`src/pkg/astc_pkg.sv`:
```
// Shared constants and types of the converter sequence trigger control block.
// Assumes a classic Wishbone master with 32-bit data and on-chip trigger sources in the clk_sys domain.
package astc_pkg;

    ////////////////////////////////////////////////////////////////////////////
    // Geometry and timing
    localparam int NUM_SEQ = 4;
    localparam int CLK_PERIOD_NS = 40;
    localparam int SAMPLE_PERIOD_NS = 640;
    localparam int SAMPLE_PERIOD_CYC = SAMPLE_PERIOD_NS / CLK_PERIOD_NS;
    localparam int PHASE_STEP_TENTH_DEG = 225;
    localparam int PHASE_MAX_TENTH_DEG = 3375;
    localparam int PHASE_SETTINGS = PHASE_MAX_TENTH_DEG / PHASE_STEP_TENTH_DEG + 1;
    localparam logic [3:0] DEPTH_SEQ0 = 4'h8;
    localparam logic [3:0] DEPTH_SEQ1 = 4'h4;
    localparam logic [3:0] DEPTH_SEQ2 = 4'h4;
    localparam logic [3:0] DEPTH_SEQ3 = 4'h1;

    ////////////////////////////////////////////////////////////////////////////
    // Register byte offsets
    localparam logic [7:0] ADDR_SEQ_EN = 8'h00;
    localparam logic [7:0] ADDR_TRIG_SEL = 8'h04;
    localparam logic [7:0] ADDR_PRIORITY = 8'h08;
    localparam logic [7:0] ADDR_PHASE = 8'h0C;
    localparam logic [7:0] ADDR_SW_TRIG = 8'h10;
    localparam logic [7:0] ADDR_REF_SEL = 8'h14;
    localparam logic [7:0] ADDR_RES_SEL = 8'h18;
    localparam logic [7:0] ADDR_INT_RAW = 8'h1C;
    localparam logic [7:0] ADDR_INT_EN = 8'h20;
    localparam logic [7:0] ADDR_INT_MASKED = 8'h24;
    localparam logic [7:0] ADDR_INT_CLR = 8'h28;
    localparam logic [7:0] ADDR_OVF = 8'h2C;
    localparam logic [7:0] ADDR_OVF_CLR = 8'h30;
    localparam logic [7:0] ADDR_STATUS = 8'h34;

    ////////////////////////////////////////////////////////////////////////////
    // Field positions and reset values
    localparam int SW_TRIG_HOLD_BIT = 8;
    localparam int SW_TRIG_RELEASE_BIT = 9;
    localparam int TRIG_SEL_FIELD_W = 4;
    localparam int PRIO_FIELD_W = 2;
    localparam logic [15:0] TRIG_SEL_RESET = 16'h0000;
    localparam logic [7:0] PRIORITY_RESET = 8'hE4;
    localparam logic [3:0] PHASE_RESET = 4'h0;

    ////////////////////////////////////////////////////////////////////////////
    // Trigger source codes
    localparam logic [3:0] TRIG_SRC_PROCESSOR = 4'h0;
    localparam logic [3:0] TRIG_SRC_ANALOG_CMP_FIRST = 4'h1;
    localparam logic [3:0] TRIG_SRC_ANALOG_CMP_SECOND = 4'h2;
    localparam logic [3:0] TRIG_SRC_ANALOG_CMP_THIRD = 4'h3;
    localparam logic [3:0] TRIG_SRC_EXT_PIN = 4'h4;
    localparam logic [3:0] TRIG_SRC_TIMER = 4'h5;
    localparam logic [3:0] TRIG_SRC_PULSE_GEN_FIRST = 4'h6;
    localparam logic [3:0] TRIG_SRC_PULSE_GEN_SECOND = 4'h7;
    localparam logic [3:0] TRIG_SRC_PULSE_GEN_THIRD = 4'h8;
    localparam logic [3:0] TRIG_SRC_PULSE_GEN_FOURTH = 4'h9;
    localparam logic [3:0] TRIG_SRC_ALWAYS = 4'hA;

    // Reference and resolution codes
    localparam logic [1:0] REF_INTERNAL = 2'h0;
    localparam logic [1:0] REF_EXTERNAL_HIGH = 2'h1;
    localparam logic [1:0] REF_EXTERNAL_LOW = 2'h2;
    localparam logic RES_TWELVE_BIT = 1'b0;
    localparam logic RES_TEN_BIT = 1'b1;

    ////////////////////////////////////////////////////////////////////////////
    // Carriers
    typedef struct packed {
        logic [3:0] pulse_gen;
        logic timer;
        logic ext_pin;
        logic [2:0] analog_cmp;
    } astc_trig_in_t;

    typedef struct packed {
        logic busy;
        logic start;
        logic [1:0] seq;
        logic [2:0] step;
    } astc_conv_cmd_t;

    typedef enum logic [1:0] {
        ST_IDLE = 2'b00,
        ST_DELAY = 2'b01,
        ST_SAMPLE = 2'b10
    } astc_state_t;

endpackage : astc_pkg

```
`src/rtl/astc_top.sv`:
```
// Sequence trigger control: trigger selection, priority arbitration, phase delay and sequence interrupts.
// Assumes a classic Wishbone master, trigger sources and FIFO drain pulses synchronous to clk_sys.
//
// Local design decisions: the placing of the registers and the Wishbone interface to the registers.
`timescale 1ns/1ps
module astc_top #(
    parameter int SAMPLE_CYC = astc_pkg::SAMPLE_PERIOD_CYC
) (
    input wire logic clk_sys,
    input wire logic sys_rst,
    input wire logic wb_cyc_i,
    input wire logic wb_stb_i,
    input wire logic wb_we_i,
    input wire logic [31:0] wb_adr_i,
    input wire logic [3:0] wb_sel_i,
    input wire logic [31:0] wb_dat_i,
    output logic [31:0] wb_dat_o,
    output logic wb_ack_o,
    input wire astc_pkg::astc_trig_in_t trig_in,
    input wire logic [3:0] fifo_drained,
    input wire logic sync_release_in,
    output logic sync_release_out,
    output astc_pkg::astc_conv_cmd_t conv_cmd,
    output logic [1:0] ref_sel,
    output logic res_sel,
    output logic irq
);

    initial begin
        if (SAMPLE_CYC < astc_pkg::PHASE_SETTINGS || (SAMPLE_CYC % astc_pkg::PHASE_SETTINGS) != 0
            || SAMPLE_CYC > 65535) begin
            $error("SAMPLE_CYC must be a multiple of the phase setting count and fit 16 bits");
        end
    end

    ////////////////////////////////////////////////////////////////////////////
    // Functions
    function automatic logic [31:0] byte_mask(input logic [3:0] sel);
        byte_mask = {{8{sel[3]}}, {8{sel[2]}}, {8{sel[1]}}, {8{sel[0]}}};
    endfunction : byte_mask

    function automatic logic [3:0] seq_depth(input logic [1:0] idx);
        case (idx)
            2'h0: seq_depth = astc_pkg::DEPTH_SEQ0;
            2'h1: seq_depth = astc_pkg::DEPTH_SEQ1;
            2'h2: seq_depth = astc_pkg::DEPTH_SEQ2;
            default: seq_depth = astc_pkg::DEPTH_SEQ3;
        endcase
    endfunction : seq_depth

    function automatic logic src_level(input logic [3:0] code, input astc_pkg::astc_trig_in_t t);
        case (code)
            astc_pkg::TRIG_SRC_ANALOG_CMP_FIRST: src_level = t.analog_cmp[0];
            astc_pkg::TRIG_SRC_ANALOG_CMP_SECOND: src_level = t.analog_cmp[1];
            astc_pkg::TRIG_SRC_ANALOG_CMP_THIRD: src_level = t.analog_cmp[2];
            astc_pkg::TRIG_SRC_EXT_PIN: src_level = t.ext_pin;
            astc_pkg::TRIG_SRC_TIMER: src_level = t.timer;
            astc_pkg::TRIG_SRC_PULSE_GEN_FIRST: src_level = t.pulse_gen[0];
            astc_pkg::TRIG_SRC_PULSE_GEN_SECOND: src_level = t.pulse_gen[1];
            astc_pkg::TRIG_SRC_PULSE_GEN_THIRD: src_level = t.pulse_gen[2];
            astc_pkg::TRIG_SRC_PULSE_GEN_FOURTH: src_level = t.pulse_gen[3];
            default: src_level = 1'b0;
        endcase
    endfunction : src_level

    // Ties go to the lower index; unique priorities are software's job
    function automatic logic [1:0] pick_seq(input logic [3:0] pend, input logic [7:0] prio);
        logic [1:0] best;
        logic [2:0] best_val;
        best = 2'h0;
        best_val = 3'h4;
        for (int i = 0; i < astc_pkg::NUM_SEQ; i++) begin
            if (pend[i] && {1'b0, prio[2*i +: 2]} < best_val) begin
                best = 2'(i);
                best_val = {1'b0, prio[2*i +: 2]};
            end
        end
        pick_seq = best;
    endfunction : pick_seq

    ////////////////////////////////////////////////////////////////////////////
    // Registers
    logic ack_reg;
    logic [31:0] rdata_reg;
    logic [3:0] seq_en_reg;
    logic [15:0] trig_sel_reg;
    logic [7:0] prio_reg;
    logic [3:0] phase_reg;
    logic [1:0] ref_reg;
    logic res_reg;
    logic [3:0] int_raw_reg;
    logic [3:0] int_en_reg;
    logic [3:0] ovf_reg;
    logic [3:0] pend_reg;
    logic [3:0] held_reg;
    logic [3:0] unread_reg;
    logic [3:0] lvl_prev_reg;
    logic sync_out_reg;
    astc_pkg::astc_state_t state_reg;
    logic [15:0] cnt_reg;
    logic [1:0] cur_seq_reg;
    logic [2:0] step_reg;
    logic start_reg;

    ////////////////////////////////////////////////////////////////////////////
    // Bus decode
    wire logic req = wb_cyc_i && wb_stb_i && !ack_reg;
    wire logic wr = req && wb_we_i;
    wire logic [7:0] off = wb_adr_i[7:0];
    wire logic [31:0] wmask = byte_mask(wb_sel_i);
    wire logic [31:0] wdat = wb_dat_i & wmask;
    wire logic wr_seq_en = wr && off == astc_pkg::ADDR_SEQ_EN;
    wire logic wr_trig_sel = wr && off == astc_pkg::ADDR_TRIG_SEL;
    wire logic wr_prio = wr && off == astc_pkg::ADDR_PRIORITY;
    wire logic wr_phase = wr && off == astc_pkg::ADDR_PHASE;
    wire logic wr_sw_trig = wr && off == astc_pkg::ADDR_SW_TRIG;
    wire logic wr_ref = wr && off == astc_pkg::ADDR_REF_SEL && wb_sel_i[0];
    wire logic wr_res = wr && off == astc_pkg::ADDR_RES_SEL && wb_sel_i[0];
    wire logic wr_int_en = wr && off == astc_pkg::ADDR_INT_EN && wb_sel_i[0];
    wire logic wr_int_clr = wr && off == astc_pkg::ADDR_INT_CLR && wb_sel_i[0];
    wire logic wr_ovf_clr = wr && off == astc_pkg::ADDR_OVF_CLR && wb_sel_i[0];
    wire logic [3:0] sw_mask = wdat[3:0];
    wire logic sw_hold = wdat[astc_pkg::SW_TRIG_HOLD_BIT];
    wire logic sw_release = wdat[astc_pkg::SW_TRIG_RELEASE_BIT];

    ////////////////////////////////////////////////////////////////////////////
    // Trigger detection
    wire logic idle = state_reg == astc_pkg::ST_IDLE;
    wire logic [1:0] grant_seq = pick_seq(pend_reg, prio_reg);
    wire logic grant = idle && |pend_reg;
    wire logic done = state_reg == astc_pkg::ST_SAMPLE && cnt_reg == 16'h0000
        && {1'b0, step_reg} == seq_depth(cur_seq_reg) - 4'h1;
    logic [3:0] lvl_now;
    logic [3:0] trig_evt;
    logic [3:0] hold_set;
    logic [3:0] active_seq;

    always_comb begin
        for (int i = 0; i < astc_pkg::NUM_SEQ; i++) begin
            logic [3:0] code;
            logic is_proc;
            logic hw_evt;
            logic sw_evt;
            hw_evt = 1'b0;
            code = trig_sel_reg[4*i +: 4];
            is_proc = code == astc_pkg::TRIG_SRC_PROCESSOR;
            active_seq[i] = !idle && cur_seq_reg == 2'(i);
            lvl_now[i] = src_level(code, trig_in);
            if (code == astc_pkg::TRIG_SRC_ALWAYS) begin
                hw_evt = !pend_reg[i] && !active_seq[i];
            end else begin
                hw_evt = lvl_now[i] && !lvl_prev_reg[i];
            end
            sw_evt = is_proc && ((wr_sw_trig && sw_mask[i] && !sw_hold)
                || (sync_release_in && held_reg[i]));
            hold_set[i] = wr_sw_trig && sw_mask[i] && sw_hold && is_proc;
            trig_evt[i] = seq_en_reg[i] && (hw_evt || sw_evt);
        end
    end

    // Phase delay in clocks: setting times one sixteenth of the sample period
    wire logic [19:0] delay_full = {16'h0000, phase_reg} * 20'(SAMPLE_CYC / astc_pkg::PHASE_SETTINGS);
    wire logic [15:0] delay_cyc = delay_full[15:0];
    wire logic [15:0] sample_last = 16'(SAMPLE_CYC - 1);
    wire logic [3:0] done_vec = done ? (4'h1 << cur_seq_reg) : 4'h0;
    wire logic [3:0] grant_vec = grant ? (4'h1 << grant_seq) : 4'h0;
    wire logic [3:0] int_en_rise = wr_int_en ? (wdat[3:0] & ~int_en_reg) : 4'h0;
    wire logic [3:0] int_masked = int_raw_reg & int_en_reg;
    wire logic [15:0] trig_sel_next = (trig_sel_reg & ~wmask[15:0]) | wdat[15:0];
    wire logic [7:0] prio_next = (prio_reg & ~wmask[7:0]) | wdat[7:0];
    wire logic ref_ok = wdat[1:0] != 2'h3;

    ////////////////////////////////////////////////////////////////////////////
    // Read mux
    logic [31:0] rd_mux;
    always_comb begin
        case (off)
            astc_pkg::ADDR_SEQ_EN: rd_mux = {28'h0000000, seq_en_reg};
            astc_pkg::ADDR_TRIG_SEL: rd_mux = {16'h0000, trig_sel_reg};
            astc_pkg::ADDR_PRIORITY: rd_mux = {24'h000000, prio_reg};
            astc_pkg::ADDR_PHASE: rd_mux = {28'h0000000, phase_reg};
            astc_pkg::ADDR_REF_SEL: rd_mux = {30'h00000000, ref_reg};
            astc_pkg::ADDR_RES_SEL: rd_mux = {31'h00000000, res_reg};
            astc_pkg::ADDR_INT_RAW: rd_mux = {28'h0000000, int_raw_reg};
            astc_pkg::ADDR_INT_EN: rd_mux = {28'h0000000, int_en_reg};
            astc_pkg::ADDR_INT_MASKED: rd_mux = {28'h0000000, int_masked};
            astc_pkg::ADDR_OVF: rd_mux = {28'h0000000, ovf_reg};
            astc_pkg::ADDR_STATUS: rd_mux = {17'h00000, cur_seq_reg, !idle, unread_reg, held_reg, pend_reg};
            default: rd_mux = 32'h00000000;
        endcase
    end

    ////////////////////////////////////////////////////////////////////////////
    // Bus slave and configuration
    always_ff @(posedge clk_sys) begin
        if (sys_rst) begin
            ack_reg <= 1'b0;
            rdata_reg <= 32'h00000000;
            seq_en_reg <= 4'h0;
            trig_sel_reg <= astc_pkg::TRIG_SEL_RESET;
            prio_reg <= astc_pkg::PRIORITY_RESET;
            phase_reg <= astc_pkg::PHASE_RESET;
            ref_reg <= astc_pkg::REF_INTERNAL;
            res_reg <= astc_pkg::RES_TWELVE_BIT;
            int_en_reg <= 4'h0;
            sync_out_reg <= 1'b0;
        end else begin
            ack_reg <= req;
            rdata_reg <= req ? rd_mux : 32'h00000000;
            sync_out_reg <= wr_sw_trig && sw_release;
            if (wr_seq_en) begin
                seq_en_reg <= (seq_en_reg & ~wmask[3:0]) | wdat[3:0];
            end
            if (wr_trig_sel) begin
                trig_sel_reg <= trig_sel_next;
            end
            if (wr_prio) begin
                prio_reg <= prio_next;
            end
            if (wr_phase && wb_sel_i[0]) begin
                phase_reg <= wdat[3:0];
            end
            // The unused code is refused so the analog front end never sees it
            if (wr_ref && ref_ok) begin
                ref_reg <= wdat[1:0];
            end
            if (wr_res) begin
                res_reg <= wdat[0];
            end
            if (wr_int_en) begin
                int_en_reg <= wdat[3:0];
            end
        end
    end

    ////////////////////////////////////////////////////////////////////////////
    // Trigger bookkeeping; hardware set wins over software clear
    always_ff @(posedge clk_sys) begin
        if (sys_rst) begin
            int_raw_reg <= 4'h0;
            ovf_reg <= 4'h0;
            pend_reg <= 4'h0;
            held_reg <= 4'h0;
            unread_reg <= 4'h0;
            lvl_prev_reg <= 4'h0;
        end else begin
            lvl_prev_reg <= lvl_now;
            int_raw_reg <= (int_raw_reg & ~int_en_rise & ~(wr_int_clr ? wdat[3:0] : 4'h0)) | done_vec;
            ovf_reg <= (ovf_reg & ~(wr_ovf_clr ? wdat[3:0] : 4'h0)) | (trig_evt & unread_reg);
            pend_reg <= ((pend_reg & ~grant_vec) | trig_evt) & seq_en_reg;
            held_reg <= (held_reg & ~(sync_release_in ? 4'hF : 4'h0)) | hold_set;
            unread_reg <= (unread_reg & ~fifo_drained) | done_vec;
        end
    end

    ////////////////////////////////////////////////////////////////////////////
    // Sequence engine
    always_ff @(posedge clk_sys) begin
        if (sys_rst) begin
            state_reg <= astc_pkg::ST_IDLE;
            cnt_reg <= 16'h0000;
            cur_seq_reg <= 2'h0;
            step_reg <= 3'h0;
            start_reg <= 1'b0;
        end else begin
            start_reg <= 1'b0;
            case (state_reg)
                astc_pkg::ST_IDLE: begin
                    if (grant) begin
                        cur_seq_reg <= grant_seq;
                        cnt_reg <= delay_cyc;
                        state_reg <= astc_pkg::ST_DELAY;
                    end
                end
                astc_pkg::ST_DELAY: begin
                    if (cnt_reg == 16'h0000) begin
                        step_reg <= 3'h0;
                        cnt_reg <= sample_last;
                        start_reg <= 1'b1;
                        state_reg <= astc_pkg::ST_SAMPLE;
                    end else begin
                        cnt_reg <= cnt_reg - 16'h0001;
                    end
                end
                astc_pkg::ST_SAMPLE: begin
                    if (done) begin
                        state_reg <= astc_pkg::ST_IDLE;
                    end else if (cnt_reg == 16'h0000) begin
                        step_reg <= step_reg + 3'h1;
                        cnt_reg <= sample_last;
                        start_reg <= 1'b1;
                    end else begin
                        cnt_reg <= cnt_reg - 16'h0001;
                    end
                end
                default: state_reg <= astc_pkg::ST_IDLE;
            endcase
        end
    end

    ////////////////////////////////////////////////////////////////////////////
    // Outputs
    assign wb_ack_o = ack_reg;
    assign wb_dat_o = rdata_reg;
    assign sync_release_out = sync_out_reg;
    assign ref_sel = ref_reg;
    assign res_sel = res_reg;
    assign irq = |int_masked;
    assign conv_cmd.busy = !idle;
    assign conv_cmd.start = start_reg;
    assign conv_cmd.seq = cur_seq_reg;
    assign conv_cmd.step = step_reg;

endmodule : astc_top
```
`config.mk`:
```
export PLATFORM = sky130hd
export DESIGN_NAME = astc_top
export DESIGN_NICKNAME = d
export VERILOG_FILES = /design/src/pkg/astc_pkg.sv /design/src/rtl/astc_top.sv
export SDC_FILE = /design/constraint.sdc
export NUM_CORES = 1
export LEC_CHECK = 0
export BUFFER_PORTS_ARGS = -buffer_cell sky130_fd_sc_hd__buf_2
export CORE_AREA = 2 2 118 109
export CTS_CLUSTER_DIAMETER = 150
export DETAILED_ROUTE_END_ITERATION = 12
export DIE_AREA = 0 0 120 111
export PLACE_DENSITY = 0.72
export SETUP_SLACK_MARGIN = 0.4
export SKIP_CTS_REPAIR_TIMING = 1
export SLEW_MARGIN = 25
export SYNTH_ARGS = -nofsm -noshare
export SYNTH_HDL_FRONTEND = slang
export SYNTH_SLANG_ARGS = --single-unit
```
`constraint.sdc`:
```
create_clock -name clk_sys -period 6.2 [get_ports clk_sys]
set_input_delay 1.55 -clock clk_sys [delete_from_list [all_inputs] [get_ports clk_sys]]
set_output_delay 1.55 -clock clk_sys [all_outputs]
set_load 0.05 [all_outputs]
```
Word-level counts from Yosys, hierarchy flattened
Index checks and enable logic that the tools add are counted.
{ "totals": {"ff_bits": 121, "in_bits": 87, "output_inout_bits": 45, "wordCells": 272} }
{ "classes": {"addsub": 3, "n_lt_le_gt_ge": 3, "n_eq_ne": 65, "n_shift": 2, "mux": 37, "n_bitwise": 33, "n_reduce_logical": 108} }
{ "op_table": {"columns": ["operator", "count"], "rows": [
  ["$pmux W16 S11", 1],
  ["$logic_and A1 B1 Y1", 67],
  ["$eq A4 B3 Y1 const B", 16],
  ["$eq A4 B4 Y1 const B", 12],
  ["$eq A8 B6 Y1 const B", 6],
  ["$mux W16", 3],
  ["$pmux W16 S3", 1],
  ["$and A4 B4 Y4", 11],
  ["$pmux W1 S9", 4],
  ["$and A16 B16 Y16", 2],
  ["$eq A4 B2 Y1 const B", 8],
  ["$eq A8 B5 Y1 const B", 4],
  ["$not A4 Y4", 8],
  ["$mux W4", 6],
  ["$or A4 B4 Y4", 6],
  ["$mux W3", 6],
  ["$eq A4 B1 Y1 const B", 4],
  ["$eq A8 B4 Y1 const B", 2],
  ["$logic_not A16 Y1", 1],
  ["$logic_not A4 Y1", 4],
  ["$not A16 Y16", 1],
  ["$or A16 B16 Y16", 1],
  ["$sub A16 B1 Y16 const B", 1],
  ["$logic_not A1 Y1", 15],
  ["30 further kinds", 61]
]} }

Logic depth before layout (Yosys ltp)
Gate-level depths: netlist of run 1.
{ "logic_depth": {"ltp_word": 16, "ltp_mapped": 18, "depth_no_buf": 16} }

Worst setup path after synthesis of run 1
No wires, ideal clock.
{ "synth_timing": {"path_kind": "reg-to-reg", "start": "register pend_reg[0]", "end": "register pend_reg[3]", "setup_time_ns": 0.115, "t_arrival_ns": 3.803, "required_time_ns": 6.085, "path_slack_ns": 2.282, "path_stages_with_launch": 19, "n_path_buf": 2, "period_less_slack_ns": 3.918, "path_cell_list": "dfxtp_1 -> clkbuf_1 -> nand2_1 -> ha_1 -> a21oi_1 -> o21ai_0 -> mux2_2 -> ha_1 -> o22ai_1 -> and2_1 -> clkbuf_1 -> a31oi_1 -> mux2_2 -> ha_1 -> nor2_1 -> o21ai_0 -> nor4b_1 -> o31a_1 -> o21a_1"} }
{ "synth_via": {"elab_chain_len": 16, "elab_cells_between_ends": 20, "cone_classes": "order compare: 3; shift: 1; mux: 7; bitwise: 4; reduce/logical: 5"} }
{ "synth_rtl": {"columns": ["element", "line", "text"], "rows": [
  ["start, declared", "astc_top.sv:94", "logic [3:0] pend_reg;"],
  ["start signal, assigned", "astc_top.sv:250", "pend_reg <= ((pend_reg & ~grant_vec) | trig_evt) & seq_en_reg;"],
  ["$mux W3", "astc_top.sv:73", "if (pend[i] && {1'b0, prio[2*i +: 2]} < best_val) begin"],
  ["$lt A2 B3 Y1", "astc_top.sv:73", null],
  ["$logic_and A1 B1 Y1", "astc_top.sv:73", null],
  ["$mux W3", "astc_top.sv:73", null],
  ["$lt A2 B3 Y1", "astc_top.sv:73", null],
  ["$logic_and A1 B1 Y1", "astc_top.sv:73", null],
  ["$mux W3", "astc_top.sv:73", null],
  ["$lt A2 B3 Y1", "astc_top.sv:73", null],
  ["$logic_and A1 B1 Y1", "astc_top.sv:73", null],
  ["$mux W2", "astc_top.sv:73", null],
  ["$shl A1 B2 Y4", "astc_top.sv:166", "wire logic [3:0] grant_vec = grant ? (4'h1 << grant_seq) : 4'h0;"],
  ["$mux W4 (*)", "astc_top.sv:166", null],
  ["$not A4 Y4 (*)", "astc_top.sv:250", null],
  ["$and A4 B4 Y4 (*)", "astc_top.sv:250", null],
  ["$or A4 B4 Y4 (*)", "astc_top.sv:250", null],
  ["$and A4 B4 Y4 (*)", "astc_top.sv:250", null]
]} }
Mark *: on every way between the ends. The rest lies on a longest branch, timed or not.
A chain may end at the register's enable or synchronous reset.

Worst setup path after layout of run 1
{ "layout_timing": {"start": "register pend_reg[0]", "end": "register pend_reg[0]"} }
{ "layout_via": {"elab_chain_len": 16, "elab_cells_between_ends": 25, "cone_classes": "order compare: 3; shift: 1; mux: 8; bitwise: 4; reduce/logical: 9"} }
{ "layout_rtl": {"columns": ["element", "line"], "rows": [
  ["$mux W3", "astc_top.sv:73"],
  ["$lt A2 B3 Y1", "astc_top.sv:73"],
  ["$logic_and A1 B1 Y1", "astc_top.sv:73"],
  ["$mux W3", "astc_top.sv:73"],
  ["$lt A2 B3 Y1", "astc_top.sv:73"],
  ["$logic_and A1 B1 Y1", "astc_top.sv:73"],
  ["$mux W3", "astc_top.sv:73"],
  ["$lt A2 B3 Y1", "astc_top.sv:73"],
  ["$logic_and A1 B1 Y1", "astc_top.sv:73"],
  ["$mux W2", "astc_top.sv:73"],
  ["$shl A1 B2 Y4", "astc_top.sv:166"],
  ["$mux W4", "astc_top.sv:166"],
  ["$not A4 Y4", "astc_top.sv:250"],
  ["$and A4 B4 Y4", "astc_top.sv:250"],
  ["$or A4 B4 Y4 (*)", "astc_top.sv:250"],
  ["$and A4 B4 Y4 (*)", "astc_top.sv:250"]
]} }
Marked as above.

==> flow_summary_export.csv, run 1 <==
group,metric,value,unit
critical_path,cpMaxStageDelayCell,"sky130_fd_sc_hd__dfxtp_1",
timing,fin_skew,0.00918,ns
floorplanning,chipHeight,111,um
timing,setup_violations,0,
drt,final_antenna_net_count,0,
timing,tightest_slew,1.05,ns
synth,synth_compound_gate_area_share,22.4,%
global_route,grt_overflow,0,
global_route,grt_pass1_wl,28.2,mm
outcome,outcome,"finished clean",
critical_path,critical_path.top_delay_family,"compound AO/OA/AOI/OAI gates",
global_route,grt_pass1_vias,5299,
floorplanning,horizontal_die_dimension,120,um
synth,synth.top_cells.by_area,"sky130_fd_sc_hd__dfxtp_1, sky130_fd_sc_hd__mux2i_1, sky130_fd_sc_hd__a21oi_1",
drt,detail_route.drc_violations,0,
drt,route.detailed.wl_per_inst,19.0,um
final_layout,final_nets,864,
clock_tree,clock_insertion_delay_worst_skew,0.35,ns
critical_path,cp.arrival,4.65,ns
floorplanning,boundaryPins,132,
power,leakage_power,2.54,nW
placement,gp_congestion,0.934,
clock_tree,cts.root.buffer_cell,"sky130_fd_sc_hd__clkbuf_16",
synth,synthDistinctLibCells,68,
drt,vias_per_cell,6.06,
placement,dp_hpwl,12.9,mm
synth,synth.yosys.seq_area_share,35.5,%
critical_path,reg2reg_from,"pend_reg[0]",
critical_path,critical_path.most_common_cell,"sky130_fd_sc_hd__ha_1",
timing,grt_setup_unrepaired,"no",
min_path,hold_path_class,"flop to flop",
critical_path,crit_path_max_fanout,12,
drt,firstDrtPassIters,6,
global_route,grt_antenna_before_repair,0,
synth,synth_adder_area_share,3.38,%
critical_path,worstPathRequired,6.42,ns
synth,synthesized_instance_count,722,
final_layout,flow.area_growth_from_synthesis,10.4,%
power,power.density_cell_area,200,nW/um^2
power,irDropWorstVdd,0.150,mV
synth,syn-cell-area,5920,um^2
floorplanning,dieArea,13300,um^2
critical_path,critical_path.cell_chain,"nand2_1 -> ha_1 -> a21oi_1 -> o21ai_0 -> mux2_2 -> ha_1 -> o22ai_1 -> and2_1 -> a31oi_1 -> mux2_2 -> ha_1 -> inv_1 -> o21ai_0 -> a22oi_1 -> o41ai_1 -> a21oi_1",
drt,detailroute.via_count,5627,
timing,worst_slew_margin_rel,29.3,%
final_layout,antennaDiodeCount,0,
synth,number_of_synthesized_register_bits,105,
floorplanning,core_area,12200,um^2
timing,final-hold-violation-count,0,
final_layout,fillers,1166,
synth,yosys_most_used_dff,"sky130_fd_sc_hd__dfxtp_1",
synth,asyncSetResetFlopFracSynth,0,%
run,maxCapViolCount,0,
clock_tree,clkSlewWorstSetupHoldPaths,0.07,ns
synth,yosys.area.top_type_share,35.5,%
critical_path,critical_path.endpoint_type,"flop",
timing,max_freq,226,MHz
synth,synth.most_common_cell,"sky130_fd_sc_hd__dfxtp_1",
critical_path,path_class,"flop to flop",
placement,port_buffers,73,
global_route,grt_util_all_layers,26.6,%
timing,final_max_slew_viol_count,0,
synth,synth_top_cell_by_area,"sky130_fd_sc_hd__dfxtp_1",
synth,synth-xor-area-share,0.444,%
synth,synth-warning-count,0,
clock_tree,tritoncts,"done",
min_path,timing.hold.worst.start,"wb_ack_o",
final_layout,fin_util,53.3,%
synth,synth_top_family_by_area,"simple AND/OR/NAND/NOR gates",
final_layout,multiInputGateArea,3440,um^2
clock_tree,clkSinkCount,105,
critical_path,critical_path.max_stage_delay,0.61,ns
timing,timing.setup.tns,0,ns
synth,avgSynthCellArea,8.20,um^2
clock_tree,ctsLongestPathBuffers,2,
critical_path,worst_setup_path_startpoint,"pend_reg[0]",
drt,detail_route.iter0.violations,667,
timing,finalWorstPathRequiredPeriod,4.43,ns
clock_tree,cts_buffers,9,
synth,netlist_top_cells_count,"sky130_fd_sc_hd__dfxtp_1, sky130_fd_sc_hd__nor2_1, sky130_fd_sc_hd__nand2_1",
floorplanning,start_util,48.3,%
final_layout,drive_above_1_share,15.2,%
critical_path,start_kind,"flop",
clock_tree,ctsHtreeMaxLevel,3,
critical_path,critical_path_buf_inv_count,1,
final_layout,final-seq-area,2100,um^2
synth,synth-edff-count,0,
drt,route.final.wire_length,17.7,mm
floorplanning,rows,39,
global_route,grt_start_max_net_pins,74,
timing,layout_worst_path_cycle_share,71.5,%
timing,hold-worst-slack,0.457,ns
synth,synth-simple-area-share,22.6,%
synth,yosys-mux-area-fraction,8.25,%
## stage by stage
stage | cell area [um^2] | instances | power [mW] | setup WS [ns]
floorplan | 5970 | 737 | 0.751 | 2.28
global placement | 6250 | 914 | 0.772 | 1.93
detailed placement | 6250 | 914 | 0.772 | 1.91
CTS | 6530 | 929 | 1.31 | 1.79
global route | 6530 | 929 | 1.34 | 1.45
finish | 6530 | 929 | 1.31 | 1.77
## kinds of logic (layout without fill, tap and decap cells)
group	Yosys count	in the layout
xor gates and xnor gates	3	3
muxes	43	43
buffers and inverters	94	122
AOI/OAI and AO/OA	195	195
and+or+nand+nor	265	265
other	1	16
adders and majority gates	16	16
DFF	105	105
## placed cells by master, fill, tap and decap left out, types with 11 or more instances in the layout
cell type	instances
sky130_fd_sc_hd__nand2_1	63
sky130_fd_sc_hd__dfxtp_1	105
sky130_fd_sc_hd__buf_2	73
sky130_fd_sc_hd__nor2_1	67
sky130_fd_sc_hd__nand2b_1	13
sky130_fd_sc_hd__nor3_1	14
sky130_fd_sc_hd__nand3_1	31
sky130_fd_sc_hd__a22oi_1	21
sky130_fd_sc_hd__o21ai_0	24
sky130_fd_sc_hd__nor2b_1	11
sky130_fd_sc_hd__ha_1	16
sky130_fd_sc_hd__a211o_1	12
sky130_fd_sc_hd__mux2i_1	33
sky130_fd_sc_hd__inv_1	30
sky130_fd_sc_hd__and3_1	12
sky130_fd_sc_hd__conb_1	16
sky130_fd_sc_hd__a21oi_1	56
sky130_fd_sc_hd__o31ai_1	11
## worst paths after layout
check / end / slack, ns / cells after the start
hold / removal: wb_ack_o / 0.46 / 1
hold reg to reg: wb_ack_o / 0.46 / 1
setup / recovery: pend_reg[0] / 1.77 / 16
setup reg to reg: pend_reg[0] / 1.77 / 16
## routing by layer
metal  GRT usage, %  routed length, um
met4           8.63                338
met5              0                  0
met2           42.8               8250
met3           4.78               1260
met1           36.2               7830
## worst register-to-register path: cells and delay by family, from the launching register on
family | cells | cell delay [ns]
compound gates | 8 | 1.80
fa+ha+maj | 3 | 0.74
buf+inv | 1 | 0.04
flops | 1 | 0.61
mux | 2 | 0.66
simple gates | 2 | 0.44
## layout make-up
cell class	instances	share of cell area, %
inverters	30	1.72
multi-input cells	538	52.7
clock inverters	6	0.766
clock buffers	9	3.45
repair buffers	77	6.05
well taps	164	3.14
flip-flops and latches	105	32.2
## where the power goes
group          internal, mW  total, mW  switching, mW
clock network         0.276      0.550          0.273
registers             0.674      0.674       0.000235
logic                0.0209     0.0840         0.0630
Power figures use the tool's default switching activity.
==> inputs of run 2 (changes only) <==
Settings changed: PLACE_DENSITY 0.72 to 0.75.
Clock period 6.2 ns to 3.95 ns, I/O delays scaled along.
==> flow_summary_export.csv, run 2 (synthesized netlist as in run 1, its figures left out) <==
group,metric,value,unit
critical_path,r2r.worst_path.cells,16,
clock_tree,cts.root.buffer_cell,"sky130_fd_sc_hd__clkbuf_16",
floorplanning,dieArea,13300,um^2
timing,timing.setup.tns,0,ns
clock_tree,clkSlewWorstSetupHoldPaths,0.08,ns
critical_path,critical_path.max_stage_delay,0.37,ns
drt,vias_per_cell,6.18,
drt,route.final.wire_length,17.8,mm
floorplanning,rows,39,
global_route,grt_pass1_vias,5515,
clock_tree,ctsLongestPathBuffers,2,
power,total_power,2.06,mW
floorplanning,horizontal_die_dimension,120,um
power,leakage_power,2.66,nW
placement,post-place-ws,0.259,ns
timing,tightest_slew,0.938,ns
critical_path,critical_path_buf_inv_count,0,
timing,hold-worst-slack,0.459,ns
global_route,grt_antenna_before_repair,0,
floorplanning,start_util,48.3,%
critical_path,r2r_end,"pend_reg[3]",
critical_path,critical_path.cell_chain,"nand2_4 -> ha_4 -> a21oi_4 -> o21ai_2 -> mux2_4 -> ha_4 -> o22ai_1 -> and2_1 -> a31oi_2 -> mux2_4 -> ha_4 -> nor2_2 -> o21ai_2 -> nor4b_2 -> o31a_1 -> o21a_1",
timing,layout_worst_path_cycle_share,87.6,%
critical_path,timing.reg2reg.setup_slack,0.49,ns
placement,dp_hpwl,12.9,mm
power,irDropWorstVdd,0.251,mV
drt,route.detailed.wl_per_inst,18.9,um
clock_tree,clkSinkCount,105,
global_route,grt_pass1_wl,28.3,mm
critical_path,critical_path.most_common_cell,"sky130_fd_sc_hd__ha_4",
final_layout,most-common-layout-cells,"sky130_fd_sc_hd__dfxtp_1, sky130_fd_sc_hd__buf_2, sky130_fd_sc_hd__nor2_1, sky130_fd_sc_hd__nand2_1, sky130_fd_sc_hd__a21oi_1",
floorplanning,chipHeight,111,um
timing,setup_violations,0,
floorplanning,boundaryPins,132,
final_layout,most_common_cell_after_layout_fill_and_taps_aside,"sky130_fd_sc_hd__dfxtp_1",
min_path,timing.hold.worst.start,"wb_ack_o",
clock_tree,tritoncts,"done",
timing,final-hold-violation-count,0,
drt,detail_route.drc_violations,0,
clock_tree,cts_buffers,9,
final_layout,antennaDiodeCount,0,
global_route,grt_overflow,0,
placement,port_buffers,73,
critical_path,worstPathRequired,4.22,ns
global_route,grt_start_max_net_pins,74,
placement,gp_congestion,0.900,
timing,grt_setup_unrepaired,"yes",
timing,finalWorstPathRequiredPeriod,3.46,ns
drt,detail_route.iter0.violations,509,
final_layout,drive_above_1_share,18.7,%
critical_path,cp.depth,16,
critical_path,critical_path.endpoint_type,"flop",
outcome,outcome,"finished clean",
min_path,hold_path_class,"flop to flop",
drt,firstDrtPassIters,5,
global_route,grt_util_all_layers,26.9,%
timing,max_freq,289,MHz
min_path,min_path_cells,1,
timing,final_max_slew_viol_count,0,
critical_path,crit_path_max_fanout,3,
critical_path,cp-endpoint,"pend_reg[3]",
drt,detailroute.via_count,5835,
timing,fin_skew,0.0121,ns
critical_path,path_class,"flop to flop",
critical_path,cpMaxStageDelayCell,"sky130_fd_sc_hd__dfxtp_4",
final_layout,final_nets,878,
final_layout,flow.area_growth_from_synthesis,14.1,%
clock_tree,ctsHtreeMaxLevel,3,
power,power.density_cell_area,306,nW/um^2
timing,fin_ws,0.490,ns
timing,worst_slew_margin_rel,36.9,%
drt,final_antenna_net_count,0,
critical_path,cp.arrival,3.73,ns
run,maxCapViolCount,0,
critical_path,start_kind,"flop",
final_layout,fin_util,55.1,%
critical_path,critical_path.top_delay_family,"compound AO/OA/AOI/OAI gates",
clock_tree,clock_insertion_delay_worst_skew,0.37,ns
floorplanning,core_area,12200,um^2
run 2: cell count changes in the layout (fill, tap and decap cells not counted), moves of 2 or more:
cell	before	now
sky130_fd_sc_hd__dfxtp_1	105	103
sky130_fd_sc_hd__mux2_2	6	4
sky130_fd_sc_hd__ha_4	0	3
sky130_fd_sc_hd__ha_1	16	13
sky130_fd_sc_hd__buf_4	4	18
sky130_fd_sc_hd__nand2_1	63	61
sky130_fd_sc_hd__o21ai_2	0	2
sky130_fd_sc_hd__o41ai_1	2	0
sky130_fd_sc_hd__mux2_4	0	2
sky130_fd_sc_hd__o41ai_2	0	2
sky130_fd_sc_hd__o21ai_0	24	21
run 2: layout make-up:
type / count / area, um^2
fill: 1125 / 5500
inverter: 30 / 113
sequential: 105 / 2110
timing repair buffer: 91 / 500
tap: 164 / 205
clock inverter: 7 / 51.3
multi-input combinational: 538 / 3550
clock buffer: 9 / 225
run 2: worst reg2reg max path: stages, from the launching register on:
cell                      delay (ns)
sky130_fd_sc_hd__dfxtp_4        0.37
sky130_fd_sc_hd__nand2_4        0.06
sky130_fd_sc_hd__ha_4           0.28
sky130_fd_sc_hd__a21oi_4        0.06
sky130_fd_sc_hd__o21ai_2        0.15
sky130_fd_sc_hd__mux2_4         0.34
sky130_fd_sc_hd__ha_4           0.27
sky130_fd_sc_hd__o22ai_1        0.09
sky130_fd_sc_hd__and2_1         0.20
sky130_fd_sc_hd__a31oi_2        0.17
sky130_fd_sc_hd__mux2_4         0.33
sky130_fd_sc_hd__ha_4           0.21
sky130_fd_sc_hd__nor2_2         0.14
sky130_fd_sc_hd__o21ai_2        0.10
sky130_fd_sc_hd__nor4b_2        0.19
sky130_fd_sc_hd__o31a_1         0.25
sky130_fd_sc_hd__o21a_1         0.17
run 2: where the power goes:
group	total, mW	leakage [nW]	internal [mW]	switching, mW
sequential	1.06	0.847	1.06	0.000365
combinational	0.135	1.68	0.0346	0.100
clock	0.870	0.133	0.433	0.437
total	2.06	2.66	1.52	0.538
run 2: how the worst min path moves through the flow:
stage                  to  slack [ns]
2_1_floorplan  ovf_reg[0]        0.45
3_3_place_gp     wb_ack_o        0.45
3_5_place_dp     wb_ack_o        0.45
4_1_cts          wb_ack_o        0.46
5_1_grt          wb_ack_o        0.50
6_report         wb_ack_o        0.46
run 2: layer usage:
layer	global-route usage (%)	vias up	part of all wire (%)
li1	-	2702	-
met1	34.8	2816	42
met2	43.8	282	48
met3	5.97	35	8.4
met4	9.80	0	2.3
met5	0	-	0
run 2: stage by stage:
stage	cells	cell area (um^2)
floorplan	737	6060
global placement	927	6420
detailed placement	927	6420
CTS	943	6700
global route	944	6750
finish	944	6750
==> inputs of run 3 (changes only) <==
Settings changed: CTS_BUF_LIST from default to sky130_fd_sc_hd__clkbuf_4, CTS_CLUSTER_DIAMETER 150 to default.
==> flow_summary_export.csv, run 3 (synthesized netlist as in run 1, its figures left out) <==
group,metric,value,unit
clock_tree,clkSinkCount,105,
critical_path,critical_path.most_common_cell,"sky130_fd_sc_hd__ha_4",
clock_tree,ctsHtreeMaxLevel,3,
global_route,grt_pass1_wl,28.2,mm
power,irDropWorstVdd,0.276,mV
floorplanning,boundaryPins,132,
timing,finalWorstPathRequiredPeriod,3.45,ns
min_path,hold_path_class,"flop to flop",
final_layout,final_nets,879,
critical_path,critical_path.endpoint_type,"flop",
timing,timing.setup.tns,0,ns
global_route,grt_antenna_before_repair,0,
power,leakage_power,2.60,nW
floorplanning,rows,39,
power,fraction_of_power_consumed_by_the_clock_network,30.6,%
power,comb_power_share,7.8,%
floorplanning,core_area,12200,um^2
critical_path,cp.arrival,3.88,ns
clock_tree,cts.root.buffer_cell,"sky130_fd_sc_hd__clkbuf_4",
global_route,grt_overflow,0,
global_route,grt_start_max_net_pins,74,
critical_path,r2r.worst_path.cells,16,
final_layout,antennaDiodeCount,0,
timing,worst_slew_margin_rel,39.7,%
min_path,min_path_cells,1,
drt,route.final.wire_length,17.7,mm
clock_tree,tritoncts,"done",
clock_tree,ctsLongestPathBuffers,2,
timing,fin_skew,0.0258,ns
drt,detail_route.drc_violations,0,
final_layout,flow.area_growth_from_synthesis,11.6,%
placement,gp_congestion,0.900,
critical_path,worstPathRequired,4.37,ns
floorplanning,chipHeight,111,um
critical_path,path_class,"flop to flop",
floorplanning,horizontal_die_dimension,120,um
critical_path,critical_path.cell_chain,"nand2_4 -> ha_4 -> a21oi_4 -> o21ai_2 -> mux2_4 -> ha_4 -> o22ai_1 -> and2_1 -> a31oi_2 -> mux2_4 -> ha_4 -> nor2_2 -> o21ai_2 -> nor4b_2 -> o31a_1 -> o21a_1",
floorplanning,dieArea,13300,um^2
drt,final_antenna_net_count,0,
final_layout,most_common_cell_after_layout_fill_and_taps_aside,"sky130_fd_sc_hd__dfxtp_1",
floorplanning,start_util,48.3,%
timing,setup_violations,0,
drt,route.detailed.wl_per_inst,18.7,um
clock_tree,clock_insertion_delay_worst_skew,0.50,ns
timing,tightest_slew,0.902,ns
placement,post_dp_cell_area,6420,um^2
power,total_power,1.72,mW
critical_path,r2r_end,"pend_reg[3]",
global_route,grt_util_all_layers,26.6,%
drt,firstDrtPassIters,5,
critical_path,cpMaxStageDelayCell,"sky130_fd_sc_hd__dfxtp_4",
placement,port_buffers,73,
power,internal_power,1.23,mW
final_layout,post-route-cell-area,6600,um^2
critical_path,crit_path_max_fanout,3,
timing,grt_setup_unrepaired,"yes",
clock_tree,cts_buffers,9,
global_route,grt_pass1_vias,5481,
final_layout,drive_above_1_share,19.0,%
timing,final_max_slew_viol_count,0,
final_layout,fin_util,53.9,%
clock_tree,clkSlewWorstSetupHoldPaths,0.19,ns
critical_path,cp-endpoint,"pend_reg[3]",
critical_path,start_kind,"flop",
outcome,outcome,"finished clean",
final_layout,most-common-layout-cells,"sky130_fd_sc_hd__dfxtp_1, sky130_fd_sc_hd__buf_2, sky130_fd_sc_hd__nor2_1, sky130_fd_sc_hd__nand2_1, sky130_fd_sc_hd__a21oi_1",
placement,dp_hpwl,12.9,mm
timing,max_freq,290,MHz
critical_path,timing.reg2reg.setup_slack,0.50,ns
power,power.density_cell_area,261,nW/um^2
drt,detail_route.iter0.violations,534,
power,switching_share,28.7,%
power,power.sequential.fraction,61.5,%
drt,detailroute.via_count,5847,
timing,layout_worst_path_cycle_share,87.4,%
run,maxCapViolCount,0,
power,netSwitchingPower,0.495,mW
timing,final-hold-violation-count,0,
critical_path,critical_path.max_stage_delay,0.39,ns
drt,vias_per_cell,6.19,
[run 3: power by group through the flow]
stage	Combinational, mW	Clock (mW)	Sequential (mW)
2_1_floorplan	0.0946	0	1.08
3_3_place_gp	0.131	0	1.08
3_5_place_dp	0.132	0	1.08
4_1_cts	0.132	0.539	1.06
5_1_grt	0.143	0.570	1.06
6_report	0.135	0.528	1.06
[run 3: worst min path at each step]
| stage | start | slack (ns) | end |
|---|---|---|---|
| after floorplan | unread_reg[0] | 0.45 | ovf_reg[0] |
| after global placement | wb_ack_o | 0.45 | wb_ack_o |
| after detailed placement | wb_ack_o | 0.45 | wb_ack_o |
| after CTS | wb_ack_o | 0.48 | wb_ack_o |
| after global routing | wb_ack_o | 0.51 | wb_ack_o |
| final | wb_ack_o | 0.47 | wb_ack_o |
[run 3: area by class of cell]
type,count,area (um^2)
sequential,105,2110
timing repair buffer,92,508
clock buffer,9,67.6
inverter,30,113
fill,1148,5650
multi-input combinational,538,3550
tap,164,205
clock inverter,7,51.3
[run 3: critical path, delay by kind of cell, from the launching register on]
family | cells | cell delay (ns)
multiplexers | 2 | 0.67
adder cells (fa/ha/maj) | 3 | 0.76
AO/OA/AOI/OAI | 7 | 1.00
AND/OR/NAND/NOR | 4 | 0.59
flip-flops | 1 | 0.39
[run 3: per-layer routing]
layer	track usage (%)	vias to the layer above	routed length [um]
met1	35.0	2814	7450
met3	5.20	39	1390
met5	0	-	0
li1	-	2704	-
met4	9.49	0	485
met2	43.3	290	8370
[run 3: through the flow]
| stage | setup WS (ns) | hold WS [ns] | instances |
|---|---|---|---|
| finish | 0.499 | 0.472 | 945 |
| global route | 0.370 | 0.508 | 945 |
| CTS | 0.256 | 0.476 | 943 |
| detailed placement | 0.259 | 0.449 | 927 |
| global placement | 0.348 | 0.446 | 927 |
| floorplan | 0.408 | 0.453 | 737 |
